<file path="src/spo_pkg.sv">
package spo_pkg;
  // Register byte addresses
  localparam logic [7:0]  A_CTRL       = 8'h00;
  localparam logic [7:0]  A_RAMP       = 8'h04;
  localparam logic [7:0]  A_LEVEL      = 8'h08;
  localparam logic [7:0]  A_STAT       = 8'h0c;
  localparam logic [7:0]  A_SPEED      = 8'h10;
  localparam logic [7:0]  A_USAGE      = 8'h14;
  localparam logic [7:0]  A_HIDX       = 8'h18;
  localparam logic [7:0]  A_HDATA      = 8'h1c;
  localparam logic [7:0]  A_VIEW       = 8'h20;
  localparam logic [7:0]  A_ISTAT      = 8'h24;
  localparam logic [7:0]  A_IMASK      = 8'h28;

  // CTRL layout: [2:0] layout, 3 air, 4 weight, 5 warn sync, 6 ramp, 7 level, [9:8] err mode
  typedef struct packed {
    logic [1:0] err_mode;
    logic       reach_en;
    logic       ramp_en;
    logic       warn_sync;
    logic       weight_hi;
    logic       air_det;
    logic [2:0] layout;
  } spo_ctrl_t;

  localparam int          CTRL_W       = 10;
  localparam logic [9:0]  CTRL_RST     = 10'h000;
  localparam logic [15:0] RAMP_RST     = 16'h0100;
  localparam int          LVL_PCT_LSB  = 0;
  localparam int          LVL_CNT_LSB  = 8;
  localparam logic [6:0]  PCT_RST      = 7'd90;
  localparam logic [2:0]  LMCNT_RST    = 3'd4;
  localparam logic [1:0]  ERR_OFF      = 2'd0;
  localparam logic [1:0]  ERR_ON       = 2'd1;
  localparam logic [1:0]  ERR_CODE     = 2'd2;
  localparam logic [2:0]  LAYOUT_NUM   = 3'd5;
  localparam logic [2:0]  LAYOUT_LEGACY = 3'd4;
  localparam logic [16:0] RPM_STEP_LO  = 17'd200;
  localparam logic [16:0] RPM_STEP_HI  = 17'd1000;
  localparam logic [16:0] RPM_MAX      = 17'd80000;
  localparam logic [16:0] RAMP_STEP    = 17'd100;
  localparam logic [6:0]  REACH_DEF    = 7'd90;
  localparam logic [6:0]  REACH_MIN    = 7'd50;
  localparam logic [6:0]  REACH_MAX    = 7'd100;
  localparam logic [2:0]  OVERLOAD_SEG = 3'd4;
  localparam int          HIST_DEPTH   = 10;
  localparam logic [3:0]  HIST_LAST    = 4'd9;
  localparam logic [2:0]  VIEW_LAST    = 3'd4;
  localparam int          IRQ_W        = 3;

  localparam int unsigned CLK_HZ         = 250_000_000;
  localparam int unsigned USAGE_TICK_S   = 1;
  localparam int unsigned USAGE_TICK_CYC = USAGE_TICK_S * CLK_HZ;
  localparam int unsigned CODE_SLOT_MS   = 10;
  localparam int unsigned CODE_SLOT_CYC  = CODE_SLOT_MS * (CLK_HZ / 1000);
  localparam logic [2:0]  CODE_START_LAST = 3'd3;
  localparam logic [2:0]  CODE_BITS_LAST  = 3'd7;
  localparam logic [2:0]  CODE_GAP_LAST   = 3'd3;

  typedef enum logic [1:0] {
    CG_IDLE  = 2'b00,
    CG_START = 2'b01,
    CG_BITS  = 2'b11,
    CG_GAP   = 2'b10
  } spo_cg_state_t;
endpackage : spo_pkg

</file>
<file path="src/spo_sync.sv">
`timescale 1ns/100ps
`default_nettype none
module spo_sync #(
  parameter int W = 1
) (
  input  wire logic         mclk,
  input  wire logic         resetn,
  input  wire logic [W-1:0] din,
  output logic      [W-1:0] dout
);
  logic [W-1:0] meta;

  always_ff @(posedge mclk or negedge resetn) begin
    if (!resetn) begin
      meta <= '0;
      dout <= '0;
    end else begin
      meta <= din;
      dout <= meta;
    end
  end
endmodule : spo_sync
`default_nettype wire

</file>
<file path="src/spo_code_gen.sv">
`timescale 1ns/100ps
`default_nettype none
module spo_code_gen #(
  parameter int unsigned SLOT_CYC = spo_pkg::CODE_SLOT_CYC
) (
  input  wire logic       mclk,
  input  wire logic       resetn,
  input  wire logic       active,
  input  wire logic [7:0] code,
  output logic            pin
);
  import spo_pkg::*;

  // Frame: 4 high slots, 8 code slots MSB first, 4 low slots
  spo_cg_state_t state;
  logic [31:0]   cyc;
  logic [2:0]    slot;
  logic [7:0]    shreg;
  logic          slot_end;

  assign slot_end = (cyc == SLOT_CYC - 1);

  always_ff @(posedge mclk or negedge resetn) begin
    if (!resetn) begin
      cyc <= '0;
    end else if (state == CG_IDLE || slot_end) begin
      cyc <= '0;
    end else begin
      cyc <= cyc + 32'd1;
    end
  end

  always_ff @(posedge mclk or negedge resetn) begin
    if (!resetn) begin
      state <= CG_IDLE;
      slot  <= '0;
      shreg <= '0;
    end else begin
      unique case (state)
        CG_IDLE: if (active) begin
          state <= CG_START;
          slot  <= '0;
          shreg <= code;
        end
        CG_START: if (slot_end) begin
          slot <= (slot == CODE_START_LAST) ? 3'd0 : slot + 3'd1;
          if (slot == CODE_START_LAST) state <= CG_BITS;
        end
        CG_BITS: if (slot_end) begin
          shreg <= {shreg[6:0], 1'b0};
          slot  <= (slot == CODE_BITS_LAST) ? 3'd0 : slot + 3'd1;
          if (slot == CODE_BITS_LAST) state <= CG_GAP;
        end
        CG_GAP: if (slot_end) begin
          slot <= (slot == CODE_GAP_LAST) ? 3'd0 : slot + 3'd1;
          if (slot == CODE_GAP_LAST) begin
            state <= active ? CG_START : CG_IDLE;
            shreg <= code;
          end
        end
      endcase
    end
  end

  always_ff @(posedge mclk or negedge resetn) begin
    if (!resetn) begin
      pin <= 1'b0;
    end else begin
      pin <= (state == CG_START) || (state == CG_BITS && shreg[7]);
    end
  end
endmodule : spo_code_gen
`default_nettype wire

</file>
<file path="src/spo_top.sv">
// Functional notes
// - Connector layout selects one of five compatibility maps; native layout after reset.
// - In the legacy layout, cooling-air detection is switchable; off by default.
// - Each count pulse moves commanded speed 200 rpm, or 1000 rpm when weighted.
// - Warning pin shows plain warning or follows configured load-meter segment count.
// - With ramp enabled, speed target slews full scale in the configured time.
// - Speed-reached output asserts at 90 percent of commanded speed by default.
// - With level enabled, threshold is user set between 50 and 100 percent.
// - Last ten error codes are kept and readable without any setting.
// - Total motor running time is accumulated and readable.
// - A view register walks through control, ramp, level, usage time and history count one by one, read only.
// - Presets and history are handed to non-volatile storage on every change.
// - Error pin opens on error with setting off, closes with setting on.
// - In patterned mode the active error code is sent on the error pin.
// - In patterned mode the active warning code is sent on the warning pin.
// - In patterned mode both pins stay open with no error or warning.
// - Four or more lit load segments means overload and raises the warning.
`timescale 1ns/100ps
`default_nettype none
module spo_top #(
  parameter int unsigned USAGE_CYC = spo_pkg::USAGE_TICK_CYC,
  parameter int unsigned SLOT_CYC  = spo_pkg::CODE_SLOT_CYC
) (
  input  wire logic        mclk,
  input  wire logic        resetn,
  input  wire logic        psel,
  input  wire logic        penable,
  input  wire logic        pwrite,
  input  wire logic [7:0]  paddr,
  input  wire logic [31:0] pwdata,
  output logic      [31:0] prdata,
  output logic             pready,
  output logic             pslverr,
  input  wire logic        cnt_in,
  input  wire logic        ud_in,
  input  wire logic [16:0] actual_rpm,
  input  wire logic [2:0]  load_segments,
  input  wire logic        err_active,
  input  wire logic [7:0]  err_code,
  input  wire logic [7:0]  warn_code,
  output logic      [16:0] speed_target,
  output logic             speed_reached_out,
  output logic             err_out,
  output logic             warn_out,
  output logic      [2:0]  pin_layout,
  output logic             air_detect_en,
  output logic             nv_save,
  output logic             irq
);
  import spo_pkg::*;

  spo_ctrl_t        ctrl;
  logic [15:0]      ramp_div;
  logic [15:0]      ramp_cnt;
  logic [6:0]       reach_pct;
  logic [2:0]       lm_count;
  logic [16:0]      cmd_rpm;
  logic [1:0]       pins_s;
  logic             cnt_d;
  logic             cnt_rise;
  logic [16:0]      step;
  logic             overload;
  logic             overload_d;
  logic             err_d;
  logic             err_rise;
  logic             reach_d;
  logic [7:0]       hist [HIST_DEPTH];
  logic [3:0]       hist_cnt;
  logic [3:0]       hist_idx;
  logic [31:0]      usage_cyc;
  logic [31:0]      usage_sec;
  logic [2:0]       view_idx;
  logic [IRQ_W-1:0] istat;
  logic [IRQ_W-1:0] imask;
  logic [IRQ_W-1:0] events;
  logic             err_pat;
  logic             warn_pat;
  logic             setup;
  logic             wr;
  logic             rd;
  logic [6:0]       eff_pct;
  logic [23:0]      act_x;
  logic [23:0]      cmd_x;
  logic [23:0]      view_val;
  logic [31:0]      next_prdata;
  logic             next_slverr;
  logic [6:0]       wr_pct;

  spo_sync #(.W(2)) u_pin_sync (
    .mclk   (mclk),
    .resetn (resetn),
    .din    ({ud_in, cnt_in}),
    .dout   (pins_s)
  );

  spo_code_gen #(.SLOT_CYC(SLOT_CYC)) u_err_code (
    .mclk   (mclk),
    .resetn (resetn),
    .active (ctrl.err_mode == ERR_CODE && err_active),
    .code   (err_code),
    .pin    (err_pat)
  );

  spo_code_gen #(.SLOT_CYC(SLOT_CYC)) u_warn_code (
    .mclk   (mclk),
    .resetn (resetn),
    .active (ctrl.err_mode == ERR_CODE && overload),
    .code   (warn_code),
    .pin    (warn_pat)
  );

  // APB: pready is raised from the setup cycle, so every access takes one wait-free cycle
  assign setup    = psel && !penable;
  assign wr       = psel && penable && pready && pwrite;
  assign rd       = psel && penable && pready && !pwrite;
  assign cnt_rise = pins_s[0] && !cnt_d;
  assign step     = ctrl.weight_hi ? RPM_STEP_HI : RPM_STEP_LO;
  assign overload = (load_segments >= OVERLOAD_SEG);
  assign err_rise = err_active && !err_d;
  assign wr_pct   = pwdata[LVL_PCT_LSB +: 7];

  always_comb begin
    eff_pct = REACH_DEF;
    if (ctrl.reach_en) eff_pct = reach_pct;
    act_x = 24'(actual_rpm) * 24'(REACH_MAX);
    cmd_x = 24'(cmd_rpm) * 24'(eff_pct);
  end

  always_comb begin
    unique case (view_idx)
      3'd0:    view_val = 24'(ctrl);
      3'd1:    view_val = 24'(ramp_div);
      3'd2:    view_val = {13'h0, lm_count, 1'b0, reach_pct};
      3'd3:    view_val = usage_sec[23:0];
      3'd4:    view_val = 24'(hist_cnt);
      default: view_val = 24'h000000;
    endcase
  end

  always_comb begin
    next_prdata = 32'h00000000;
    next_slverr = 1'b0;
    unique case (paddr)
      A_CTRL:  next_prdata = 32'(ctrl);
      A_RAMP:  next_prdata = 32'(ramp_div);
      A_LEVEL: next_prdata = {21'h0, lm_count, 1'b0, reach_pct};
      A_STAT:  next_prdata = {7'h00, speed_target, hist_cnt, warn_out, err_out,
                              overload, speed_reached_out};
      A_SPEED: next_prdata = 32'(cmd_rpm);
      A_USAGE: next_prdata = usage_sec;
      A_HIDX:  next_prdata = 32'(hist_idx);
      A_HDATA: next_prdata = 32'(hist[hist_idx]);
      A_VIEW:  next_prdata = {5'h00, view_idx, view_val};
      A_ISTAT: next_prdata = 32'(istat);
      A_IMASK: next_prdata = 32'(imask);
      default: next_slverr = 1'b1;
    endcase
  end

  always_ff @(posedge mclk or negedge resetn) begin
    if (!resetn) begin
      pready  <= 1'b0;
      prdata  <= '0;
      pslverr <= 1'b0;
    end else begin
      pready <= setup;
      if (setup) begin
        prdata  <= next_prdata;
        pslverr <= next_slverr;
      end
    end
  end

  // Configuration registers; an out-of-range layout write leaves the layout alone
  always_ff @(posedge mclk or negedge resetn) begin
    if (!resetn) begin
      ctrl      <= CTRL_RST;
      ramp_div  <= RAMP_RST;
      reach_pct <= PCT_RST;
      lm_count  <= LMCNT_RST;
      hist_idx  <= '0;
      imask     <= '0;
    end else if (wr) begin
      unique case (paddr)
        A_CTRL: begin
          ctrl <= pwdata[CTRL_W-1:0];
          if (pwdata[2:0] >= LAYOUT_NUM) ctrl.layout <= ctrl.layout;
        end
        A_RAMP: ramp_div <= pwdata[15:0];
        A_LEVEL: begin
          lm_count  <= pwdata[LVL_CNT_LSB +: 3];
          reach_pct <= (wr_pct < REACH_MIN) ? REACH_MIN :
                       (wr_pct > REACH_MAX) ? REACH_MAX : wr_pct;
        end
        A_HIDX: hist_idx <= (pwdata[3:0] > HIST_LAST) ? HIST_LAST : pwdata[3:0];
        A_IMASK: imask <= pwdata[IRQ_W-1:0];
        default: ;
      endcase
    end
  end

  // View walks the settings on each read and never alters them
  always_ff @(posedge mclk or negedge resetn) begin
    if (!resetn) begin
      view_idx <= '0;
    end else if (rd && paddr == A_VIEW) begin
      view_idx <= (view_idx == VIEW_LAST) ? 3'd0 : view_idx + 3'd1;
    end
  end

  always_ff @(posedge mclk or negedge resetn) begin
    if (!resetn) begin
      pin_layout    <= '0;
      air_detect_en <= 1'b1;
    end else begin
      pin_layout    <= ctrl.layout;
      air_detect_en <= (ctrl.layout == LAYOUT_LEGACY) ? ctrl.air_det : 1'b1;
    end
  end

  // Commanded speed from count pulses, saturating at both ends
  always_ff @(posedge mclk or negedge resetn) begin
    if (!resetn) begin
      cnt_d   <= 1'b0;
      cmd_rpm <= '0;
    end else begin
      cnt_d <= pins_s[0];
      if (cnt_rise) begin
        if (pins_s[1]) begin
          cmd_rpm <= (cmd_rpm > RPM_MAX - step) ? RPM_MAX : cmd_rpm + step;
        end else begin
          cmd_rpm <= (cmd_rpm < step) ? 17'd0 : cmd_rpm - step;
        end
      end
    end
  end

  // Ramp moves one step per ramp_div+1 cycles, so full scale takes 800 steps
  always_ff @(posedge mclk or negedge resetn) begin
    if (!resetn) begin
      ramp_cnt     <= '0;
      speed_target <= '0;
    end else if (!ctrl.ramp_en) begin
      ramp_cnt     <= '0;
      speed_target <= cmd_rpm;
    end else if (ramp_cnt >= ramp_div) begin
      ramp_cnt <= '0;
      if (speed_target + RAMP_STEP <= cmd_rpm) begin
        speed_target <= speed_target + RAMP_STEP;
      end else if (speed_target >= cmd_rpm + RAMP_STEP) begin
        speed_target <= speed_target - RAMP_STEP;
      end else begin
        speed_target <= cmd_rpm;
      end
    end else begin
      ramp_cnt <= ramp_cnt + 16'd1;
    end
  end

  always_ff @(posedge mclk or negedge resetn) begin
    if (!resetn) begin
      speed_reached_out <= 1'b0;
    end else begin
      speed_reached_out <= (cmd_rpm != 17'd0) && (act_x >= cmd_x);
    end
  end

  // Pin level 1 means contact closed
  always_ff @(posedge mclk or negedge resetn) begin
    if (!resetn) begin
      err_out  <= 1'b0;
      warn_out <= 1'b0;
    end else begin
      unique case (ctrl.err_mode)
        ERR_ON:   err_out <= err_active;
        ERR_CODE: err_out <= err_active && err_pat;
        default:  err_out <= !err_active;
      endcase
      if (ctrl.err_mode == ERR_CODE) begin
        warn_out <= overload && warn_pat;
      end else if (ctrl.warn_sync) begin
        warn_out <= (load_segments >= lm_count);
      end else begin
        warn_out <= overload;
      end
    end
  end

  // Newest error code lands in slot 0
  always_ff @(posedge mclk or negedge resetn) begin
    if (!resetn) begin
      err_d    <= 1'b0;
      hist_cnt <= '0;
      for (int i = 0; i < HIST_DEPTH; i++) hist[i] <= '0;
    end else begin
      err_d <= err_active;
      if (err_rise) begin
        hist[0] <= err_code;
        for (int i = 1; i < HIST_DEPTH; i++) hist[i] <= hist[i-1];
        if (hist_cnt != 4'(HIST_DEPTH)) hist_cnt <= hist_cnt + 4'd1;
      end
    end
  end

  always_ff @(posedge mclk or negedge resetn) begin
    if (!resetn) begin
      usage_cyc <= '0;
      usage_sec <= '0;
    end else if (actual_rpm != 17'd0) begin
      if (usage_cyc == USAGE_CYC - 1) begin
        usage_cyc <= '0;
        usage_sec <= usage_sec + 32'd1;
      end else begin
        usage_cyc <= usage_cyc + 32'd1;
      end
    end
  end

  // Storage hand-off; an external controller writes the snapshot away
  always_ff @(posedge mclk or negedge resetn) begin
    if (!resetn) begin
      nv_save <= 1'b0;
    end else begin
      nv_save <= err_rise || (wr && (paddr == A_CTRL || paddr == A_RAMP ||
                                     paddr == A_LEVEL));
    end
  end

  // Events: error onset, overload onset, speed reached; set beats a same-cycle clear
  assign events = {speed_reached_out && !reach_d, overload && !overload_d, err_rise};

  always_ff @(posedge mclk or negedge resetn) begin
    if (!resetn) begin
      reach_d    <= 1'b0;
      overload_d <= 1'b0;
      istat      <= '0;
      irq        <= 1'b0;
    end else begin
      reach_d    <= speed_reached_out;
      overload_d <= overload;
      istat      <= (istat & ~((wr && paddr == A_ISTAT) ? pwdata[IRQ_W-1:0] : '0)) | events;
      irq        <= |(istat & imask);
    end
  end
endmodule : spo_top
`default_nettype wire

</file>
<file path="config.mk">
export PLATFORM = sky130hd
export DESIGN_NAME = spo_top
export DESIGN_NICKNAME = d
export VERILOG_FILES = /design/src/spo_pkg.sv /design/src/spo_sync.sv /design/src/spo_code_gen.sv /design/src/spo_top.sv
export SDC_FILE = /design/constraint.sdc
export NUM_CORES = 1
export LEC_CHECK = 0
export ABC_AREA = 1
export BUFFER_PORTS_ARGS = -buffer_cell sky130_fd_sc_hd__buf_2
export CELL_PAD_IN_SITES_DETAIL_PLACEMENT = 1
export CELL_PAD_IN_SITES_GLOBAL_PLACEMENT = 1
export CORE_UTILIZATION = 43
export DETAILED_ROUTE_END_ITERATION = 6
export MAX_ROUTING_LAYER = met4
export PLACE_DENSITY = 0.73
export SLEW_MARGIN = 20
export SYNTH_ARGS = -nofsm -noshare
export SYNTH_HDL_FRONTEND = slang
export SYNTH_SLANG_ARGS = --single-unit
</file>
<file path="constraint.sdc">
create_clock -name mclk -period 5.81 [get_ports mclk]
set_input_delay 1.162 -clock mclk [delete_from_list [all_inputs] [get_ports mclk]]
set_output_delay 1.162 -clock mclk [all_outputs]
set_load 0.02 [all_outputs]
</file>
Word-level counts from Yosys, hierarchy flattened
Cells that the tools add are included.

Reduce and logical (&&, ||, !) cells: 59. Multiply operators: 2. Mux-type cells: 69. Eq/ne operators: 48. Magnitude comparators: 13. Add/sub/neg operators: 15. Bitwise logic cells: 6.

Operator list (count): $pmux W32 S11 (1); $add A32 B1 Y32 const B (4); $pmux W24 S5 (1); $mux W17 (7); $mux W32 (3); $mux W8 (10); $eq A32 B22 Y1 const B (2); $pmux W8 S3 (2); $mux W3 (12); $add A17 B7 Y17 const B (2); $ne A2 B1 Y1 const B (17); $reduce_bool A17 Y1 (2); $bmux W8 S4 (1); $eq A32 B28 Y1 const B (1); $eq A8 B5 Y1 const B (4); $mux W16 (2); $mux W2 (14); $eq A8 B6 Y1 const B (3); $ge A24 B24 Y1 (1); $mul A17 B7 Y24 (1); $mul A17 B5 Y22 const B (1); $mux W7 (3); $logic_and A1 B1 Y1 (19); $pmux W3 S3 (2); other kinds (49) (97).

Input port bits: 84. Word-level logic and storage cells: 268. Output and inout bits: 60. Register bits: 390.

Longest topological paths before layout
Gate-level depths: netlist of the first run.

Depth after elaboration: 8. Mapped depth: 28. Mapped depth without buffers: 27.

Hierarchy
From an unflattened synthesis of the first run, not the netlist that was laid out.

Cell total of the unflattened synthesis: 4114. Area total of the unflattened synthesis: 29788.6 µm².

Modules (own cells, without submodules): spo_top (area an instance 24023.0 µm², instances 1, seq. area each 7265.7 µm², cells each 3310); spo_code_gen (area an instance 2832.7 µm², instances 2, seq. area each 1151.1 µm², cells each 400); spo_sync (area an instance 100.1 µm², instances 1, seq. area each 100.1 µm², cells each 4).

Least setup slack after synthesis of the first run
No wires, ideal clock.

Kind: register -> register. Start point: register ctrl[7] (netlist name). End point: register speed_reached_out. Slack: 0.445 ns. Stages on the path, launching flop included: 27. Required time: 5.697 ns. Period minus slack after synthesis: 5.365 ns. Arrival: 5.252 ns. Setup time: 0.113 ns. Buffers on the path: 1. Cell sequence: dfrtp_1 inv_1 nor2_1 clkbuf_1 nor2_1 fa_1 inv_1 fa_1 inv_1 fa_1 inv_1 fa_1 inv_1 ha_1 nand2_1 nor4_1 a21oi_1 o21ai_0 xnor2_1 ha_1 nand2_1 o21bai_1 a21oi_1 nor3_1 nand4_1 nand2_1 inv_1.

Word-level cells in the longest chain between the ends: 4.

Ends and longest elaborated chain: start, declared (line spo_top.sv:52) `spo_ctrl_t ctrl;`; start signal, assigned (line spo_top.sv:186) `ctrl <= pwdata[CTRL_W-1:0];`; $mux W7 (line spo_top.sv:124) `if (ctrl.reach_en) eff_pct = reach_pct;`; $mul A17 B7 Y24 (line spo_top.sv:126) `cmd_x = 24'(cmd_rpm) * 24'(eff_pct);`; $ge A24 B24 Y1 (line spo_top.sv:264) `speed_reached_out <= (cmd_rpm != 17'd0) && (act_x >= cmd_x);`; $logic_and A1 B1 Y1 (line spo_top.sv:264); end signal, assigned (line spo_top.sv:264); end, declared (line spo_top.sv:42) `output logic speed_reached_out,`.

No other way between the ends. A chain may end at the register's enable or synchronous reset.

Worst setup path in the final report of the first run
Ends and elaborated chain as after synthesis.

==> results of run 1 <==
-- area by class of cell --
class / instances / area [um^2]
Fill cell: 8422 / 33200
Multi-Input combinational cell: 2869 / 17100
Sequential cell: 386 / 9670
Inverter: 561 / 2110
Timing Repair Buffer: 212 / 1370
Clock buffer: 68 / 1370
Tap cell: 864 / 1080
Clock inverter: 20 / 299
Antenna cell: 1 / 2.50
-- per-layer routing --
| metal | GRT usage [%] | up-vias | wire (um) |
|---|---|---|---|
| met1 | 36.6 | 13300 | 42300 |
| li1 | - | 13000 | - |
| met5 | - | - | 0 |
| met4 | 6.28 | 0 | 1780 |
| met3 | 2.45 | 115 | 3050 |
| met2 | 45.8 | 427 | 43900 |
-- worst max-delay path: cells and delay by family, from the launching register on --
kind / cells / cell delay, ns
xor+xnor: 1 / 0.11
fa+ha+maj: 6 / 2.61
buf+inv: 8 / 0.74
simple gates: 9 / 1.09
flops: 1 / 0.42
compound gates: 4 / 0.55
-- metrics by stage --
step / total power [mW] / cells / setup TNS [ns]
final: 20.5 / 4981 / 0
after global routing: 22.6 / 4980 / -0.122
after CTS: 19.1 / 4971 / 0
after detailed placement: 15.8 / 4883 / 0
after global placement: 15.4 / 4883 / 0
after floorplan: 11.9 / 3934 / 0
-- power groups by stage --
| stage | Clock (mW) | Combinational (mW) | Sequential, mW |
|---|---|---|---|
| after floorplan | 0 | 8.69 | 3.26 |
| after global placement | 0 | 12.1 | 3.31 |
| after detailed placement | 0 | 12.4 | 3.33 |
| after CTS | 3.23 | 12.6 | 3.29 |
| after global routing | 3.33 | 15.9 | 3.33 |
| final | 3.16 | 14.0 | 3.29 |
-- repair_timing --
item,CTS,global route
hold endpoints to repair,0,0
gates cloned,0,1
hold buffers,0,0
resized for setup,3,80
buffers inserted,0,8
setup endpoints to repair,1,1
pin swaps,1,38
-- final timing paths --
check / startpoint / end / slack, ns / cells past startpoint
worst min-delay path: u_pin_sync.meta[0] / u_pin_sync.dout[0] / 0.35 / 0
worst max-delay path: ctrl[7] / speed_reached_out / 0.16 / 28
worst min register to register: u_pin_sync.meta[0] / u_pin_sync.dout[0] / 0.35 / 0
worst max register to register: ctrl[7] / speed_reached_out / 0.16 / 28
max in group asynchronous: resetn / u_warn_code.cyc[10] / 4.23 / 2
min in group asynchronous: resetn / u_err_code.shreg[2] / 0.46 / 1
-- synth_stat cells, drive strengths merged, types with 4 or more instances --
master   number
a21o         11
a21oi       201
a22oi         8
a31oi        12
and3          4
buf          40
clkbuf       78
clkinv        8
dfrtp       379
dfstp         7
fa           83
ha          217
inv         553
nand2       944
nand3       209
nand4        95
nor2        402
nor3        111
nor3b         8
nor4         36
o2111ai       4
o211ai        5
o21a         11
o21ai       277
o21bai       10
o221ai        6
o22ai        34
o31ai         9
xnor2        28
xor2        115
-- kinds of logic (layout without fill, tap and decap cells) --
kind of cell	count (synthesis)	in the layout	synth area share, %
DFF	386	386	33.3
xor gates and xnor gates	143	143	4.32
buffers and inverters	679	861	9.04
AOI/OAI and AO/OA	595	595	11.2
other	2	17	0.0259
adders and majority gates	300	300	15.1
and+or+nand+nor	1815	1815	27.0
-- state kept, by name, indices dropped and copies added (netlist names), 4 cells and up --
signal	flops
ramp_div	16
usage_sec	32
hist_idx	4
reach_pct	7
speed_target	16
usage_cyc	32
ctrl	10
u_err_code.cyc	32
prdata	32
u_warn_code.cyc	32
u_warn_code.shreg	8
hist	80
u_err_code.shreg	8
ramp_cnt	16
cmd_rpm	14
hist_cnt	4
==> impl_metrics.env, run 1 <==
export IMPL_netlist_instances=3920
export IMPL_synth_top_cell_area_share_pct=32.7
export IMPL_async_flop_share_pct=100
export IMPL_critPathKind="flip-flop to flip-flop"
export IMPL_vdd_drop_max_v=0.000869
export IMPL_drtIter0Drc=1435
export IMPL_worstPathArrival_ns=6.15
export IMPL_syn_cell_area_um2=29000
export IMPL_dpl_cell_area_um2=30900
export IMPL_ios=144
export IMPL_mostFrequentLayoutCell="nand2_1"
export IMPL_critical_path_required_ns=6.32
export IMPL_min_path_type="flip-flop to flip-flop"
export IMPL_maxSlewHeadroom_pct=29.1
export IMPL_place_ws_ns=0.0244
export IMPL_slowest_delay_ns=0.55
export IMPL_worstSetupEndpointType="flip-flop"
export IMPL_drv_slew=0
export IMPL_tightest_slew_ns=1.06
export IMPL_synth_cell_types=54
export IMPL_ys_flop_type="dfrtp_1"
export IMPL_start_util_pct=43.8
export IMPL_period_minus_slack_ns=5.65
export IMPL_fin_ws_ns=0.162
export IMPL_cts_htree_levels=2
export IMPL_ant_nets=0
export IMPL_num_rows=94
export IMPL_finalSetupViolCount=0
export IMPL_grtUsageTotal_pct=27.6
export IMPL_p_switching_mw=9.68
export IMPL_area_growth_pct=13.8
export IMPL_synth_area_leaders="dfrtp_1, nand2_1, ha_1"
export IMPL_yosysSeqAreaShare_pct=33.3
export IMPL_drc=0
export IMPL_cts_buffers=47
export IMPL_clock_latency_ns=0.61
export IMPL_start_kind="flip-flop"
export IMPL_stdcell_area_um2=33000
export IMPL_critPathMaxFanout=5
export IMPL_synth_edf_count=0
export IMPL_grt_pass1_vias=27900
export IMPL_rsz0062_at_grt="true"
export IMPL_ys_ff_latch=386
export IMPL_num_vias=26800
export IMPL_clock_root_buffer="clkbuf_16"
export IMPL_fin_worst_skew_ns=0.0186
export IMPL_syn_area_per_cell_um2=7.40
export IMPL_wl_per_cell_um=18.3
export IMPL_final_cell_mix="nand2_1, inv_1, dfrtp_1, nor2_1, o21ai_0"
export IMPL_synth_top_area_cell="dfrtp_1"
export IMPL_port_buffers=127
export IMPL_vias_per_cell=5.39
export IMPL_hpwl_um=68000
export IMPL_die_area_um2=68500
export IMPL_fin_nets=4461
export IMPL_sequentialPowerShare_pct=16.1
export IMPL_utilization_pct=49.8
export IMPL_finalHoldWorstSlack_ns=0.346
export IMPL_ys_warnings_count=0
export IMPL_fp_coreArea_um2=66200
export IMPL_cts_sinks=386
export IMPL_grt_pass1_wl_um=148000
export IMPL_power_density_nw_per_um2=621
export IMPL_status="complete, no violations"
export IMPL_routed_wl_um=91000
export IMPL_clk_path_buf_depth=3
export IMPL_cts_tree="built"
export IMPL_power_share_switching_pct=47.3
export IMPL_die_h_um=262
export IMPL_p_leak_nw=16.6
export IMPL_p_comb_share_pct=68.5
export IMPL_clockPowerShare_pct=15.4
export IMPL_overflow=0
export IMPL_cellInternalPower_mw=10.8
export IMPL_clk_pin_slew_worst_paths_ns=0.06
export IMPL_grt_max_degree=126
export IMPL_finalHoldViolations=0
export IMPL_slowest_stage="fa_1"
export IMPL_fmax_mhz=177
export IMPL_grt_antenna_before_repair=1
export IMPL_dr_pass1_iters=5
export IMPL_maxCapViolations=0
export IMPL_gp_congestion=0.866
export IMPL_die_w_um=262
export IMPL_fin_crit_sh_pct=97.2
export IMPL_drive_above_1_share_pct=10.5
(Power assumes the default switching activity.)
==> run 2, diff against run 1 <==
SYNTH_HIERARCHICAL = 1   (was not set)
==> run 2 against run 1 <==
  * Sequential share of layout area fell by 0.74 points
  * Fmax rose by 0.30%
  * Non-clock buffer count fell by 1
  * Synthesized cell count rose by 4.9%
  * Power fell by 10%
  * Register-to-register slack improved by 0.02 ns
  * Global-route usage barely moved
  * Combinational power fell by 15%
  * Cell count rose by 5.2%
  * Core utilization fell by 0.48 points
  * Cell area rose by 2.6%
  * Critical path type unchanged
  * Largest cell class unchanged
  * Largest power group unchanged
==> impl_metrics.env, run 2 <==
export IMPL_synth_top_cell_area_share_pct=31.8
export IMPL_gp_congestion=0.923
export IMPL_cpMostUsedCell="fa_1"
export IMPL_cts_sinks=386
export IMPL_yosys_area_share_simple_pct=28.3
export IMPL_ys_flop_type="dfrtp_1"
export IMPL_grt_pass1_wl_um=152000
export IMPL_cts_hold_buf=0
export IMPL_ios=144
export IMPL_min_from="u_pin_sync/meta[1]"
export IMPL_slowest_delay_ns=0.55
export IMPL_dr_pass1_iters=5
export IMPL_drive_above_1_share_pct=10.5
export IMPL_synthMuxAreaShare_pct=0
export IMPL_reg2reg_slack_ns=0.18
export IMPL_fp_coreArea_um2=68600
export IMPL_ant_nets=0
export IMPL_grt_antenna_before_repair=4
export IMPL_grtUsageTotal_pct=27.7
export IMPL_wl_per_cell_um=17.9
export IMPL_worstPathArrival_ns=6.11
export IMPL_clock_root_buffer="clkbuf_16"
export IMPL_critical_path_required_ns=6.29
export IMPL_maxSlewHeadroom_pct=26.1
export IMPL_routed_wl_um=94000
export IMPL_grt_pass1_vias=28000
export IMPL_stdcell_area_um2=33800
export IMPL_drc=0
export IMPL_synthXorXnorAreaFrac_pct=4.50
export IMPL_syn_cell_area_um2=29800
export IMPL_drv_slew=0
export IMPL_min_path_type="flip-flop to flip-flop"
export IMPL_num_vias=27500
export IMPL_status="complete, no violations"
export IMPL_critPathMaxFanout=7
export IMPL_synth_top_family_by_area="simple AND/OR/NAND/NOR gates"
export IMPL_mostFrequentLayoutCell="nand2_1"
export IMPL_maxCapViolations=0
export IMPL_critPathKind="flip-flop to flip-flop"
export IMPL_yosysMostFrequentCell="nand2_1"
export IMPL_fillers=8711
export IMPL_top_register="hist"
export IMPL_area_growth_pct=13.6
export IMPL_start_util_pct=43.4
export IMPL_dpl_cell_area_um2=31800
export IMPL_instances_no_fill=5239
export IMPL_clock_latency_ns=0.60
export IMPL_cts_buffers=47
export IMPL_synth_area_leaders="dfrtp_1, nand2_1, ha_1"
export IMPL_r2r_cells=26
export IMPL_synth_compound_area_share_pct=10.6
export IMPL_largest_reg_flops=80
export IMPL_yosys_top_cells_count="nand2_1, inv_1, nor2_1, dfrtp_1, o21ai_0"
export IMPL_clk_pin_slew_worst_paths_ns=0.06
export IMPL_period_minus_slack_ns=5.63
export IMPL_synth_top_area_cell="dfrtp_1"
export IMPL_slowest_stage="fa_1"
export IMPL_holdPathStages=0
export IMPL_grt_max_degree=119
export IMPL_clk_path_buf_depth=3
export IMPL_regToRegStartpoint="ctrl[7]"
export IMPL_hpwl_um=71500
export IMPL_worstSetupEndpointType="flip-flop"
export IMPL_die_h_um=265
export IMPL_fin_worst_skew_ns=0.0249
export IMPL_tightest_slew_ns=1.10
export IMPL_fin_crit_sh_pct=96.9
export IMPL_syn_area_per_cell_um2=7.24
export IMPL_finalHoldViolations=0
export IMPL_cts_htree_levels=2
export IMPL_dp_cells=5143
export IMPL_power_density_nw_per_um2=545
export IMPL_num_rows=96
export IMPL_netlist_instances=4114
export IMPL_min_to="u_pin_sync/dout[1]"
export IMPL_start_kind="flip-flop"
export IMPL_fin_nets=4653
export IMPL_synth_edf_count=0
export IMPL_async_flop_share_pct=100
export IMPL_synth_cell_types=57
export IMPL_yosys_area_share_adder_pct=14.8
export IMPL_finalSetupViolCount=0
export IMPL_fmax_mhz=178
export IMPL_yosysSeqAreaShare_pct=32.5
export IMPL_final_cell_mix="nand2_1, inv_1, nor2_1, dfrtp_1, o21ai_0"
export IMPL_overflow=0
export IMPL_cts_tree="built"
export IMPL_port_buffers=127
export IMPL_die_w_um=265
export IMPL_vdd_drop_max_v=0.000775
export IMPL_ys_ff_latch=386
export IMPL_die_area_um2=70300
export IMPL_vias_per_cell=5.24
export IMPL_p_leak_nw=16.9
export IMPL_drtIter0Drc=1524
export IMPL_ys_warnings_count=6
export IMPL_r2r_end="speed_reached_out"
## run 2: cell count changes in the layout (fill, tap and decap cells not counted), moves of 12 or more
cell     delta
a21oi_1    -15
nor2_1     +73
xor2_1     +12
o21ai_2    +17
nor4_1     -13
nand4_1    -17
inv_1      +38
nand2_1   +118
o21ai_0    -25
## run 2: cells by family (layout without fill, tap and decap cells)
family	count (synthesis)	in the layout
AND/OR/NAND/NOR	1990	1990
flip-flops	386	386
buffers and inverters	715	891
AO/OA/AOI/OAI	566	566
adder cells (fa/ha/maj)	302	302
other	2	20
XOR/XNOR	153	153
## run 2: metal layers
| metal | part of all wire (%) | GRT usage, % |
|---|---|---|
| met1 | 48 | 37.8 |
| met2 | 46 | 43.4 |
| met3 | 4.0 | 3.43 |
| met4 | 2.6 | 7.08 |
| met5 | 0 | - |
## run 2: critical path, delay by kind of cell, from the launching register on
family / cells / cell delay, ns
AO/OA/AOI/OAI: 6 / 0.95
adder cells (fa/ha/maj): 6 / 2.66
AND/OR/NAND/NOR: 6 / 0.61
buffers and inverters: 7 / 0.74
XOR/XNOR: 1 / 0.14
flip-flops: 1 / 0.41
## run 2: repair_timing
action,in CTS,in global routing
endpoints found under the setup margin,1,1
resized for setup,3,71
endpoints found under the hold margin,0,0
pin swaps,0,22
cloned,0,1
buffers inserted,0,5
## run 2: through the flow
step	setup TNS, ns	hold WS (ns)	power (mW)	util, %	setup slack, ns
final	0	0.340	18.4	49.3	0.179
after CTS	0	0.335	17.4	48.9	0.00243
after detailed placement	-0.0387	0.337	14.0	46.3	-0.0387
after global placement	0	0.335	13.6	46.3	0.0782
after global routing	-0.0483	0.351	20.2	49.3	-0.0483
after floorplan	0	0.331	10.6	-	0.494
## run 2: power by group
part	internal [mW]	total [mW]	switching, mW
Clock	2.03	3.28	1.25
Sequential	3.01	3.27	0.264
Combinational	4.97	11.9	6.91
Total	10.0	18.4	8.42
## run 2: worst max-delay path by stage
stage                      start                 to  slack (ns)  cells after the start
floorplan                ctrl[7]  speed_reached_out        0.49                     29
global placement         ctrl[7]  speed_reached_out        0.08                     26
detailed placement       ctrl[7]  speed_reached_out       -0.04                     26
CTS                 reach_pct[6]  speed_reached_out       0.002                     24
global route             ctrl[7]  speed_reached_out       -0.05                     29
finish                   ctrl[7]  speed_reached_out        0.18                     26
## run 2: cell type report
| type | count | area (um^2) | share of cell area, % |
|---|---|---|---|
| Clock inverter | 22 | 374 | 1.11 |
| Inverter | 594 | 2230 | 6.60 |
| Clock buffer | 64 | 1350 | 3.99 |
| Timing Repair Buffer | 211 | 1380 | 4.09 |
| Multi-Input combinational cell | 3027 | 17700 | 52.2 |
| Antenna cell | 4 | 10.0 | 0.0296 |
| Tap cell | 931 | 1160 | 3.44 |
| Sequential cell | 386 | 9670 | 28.6 |
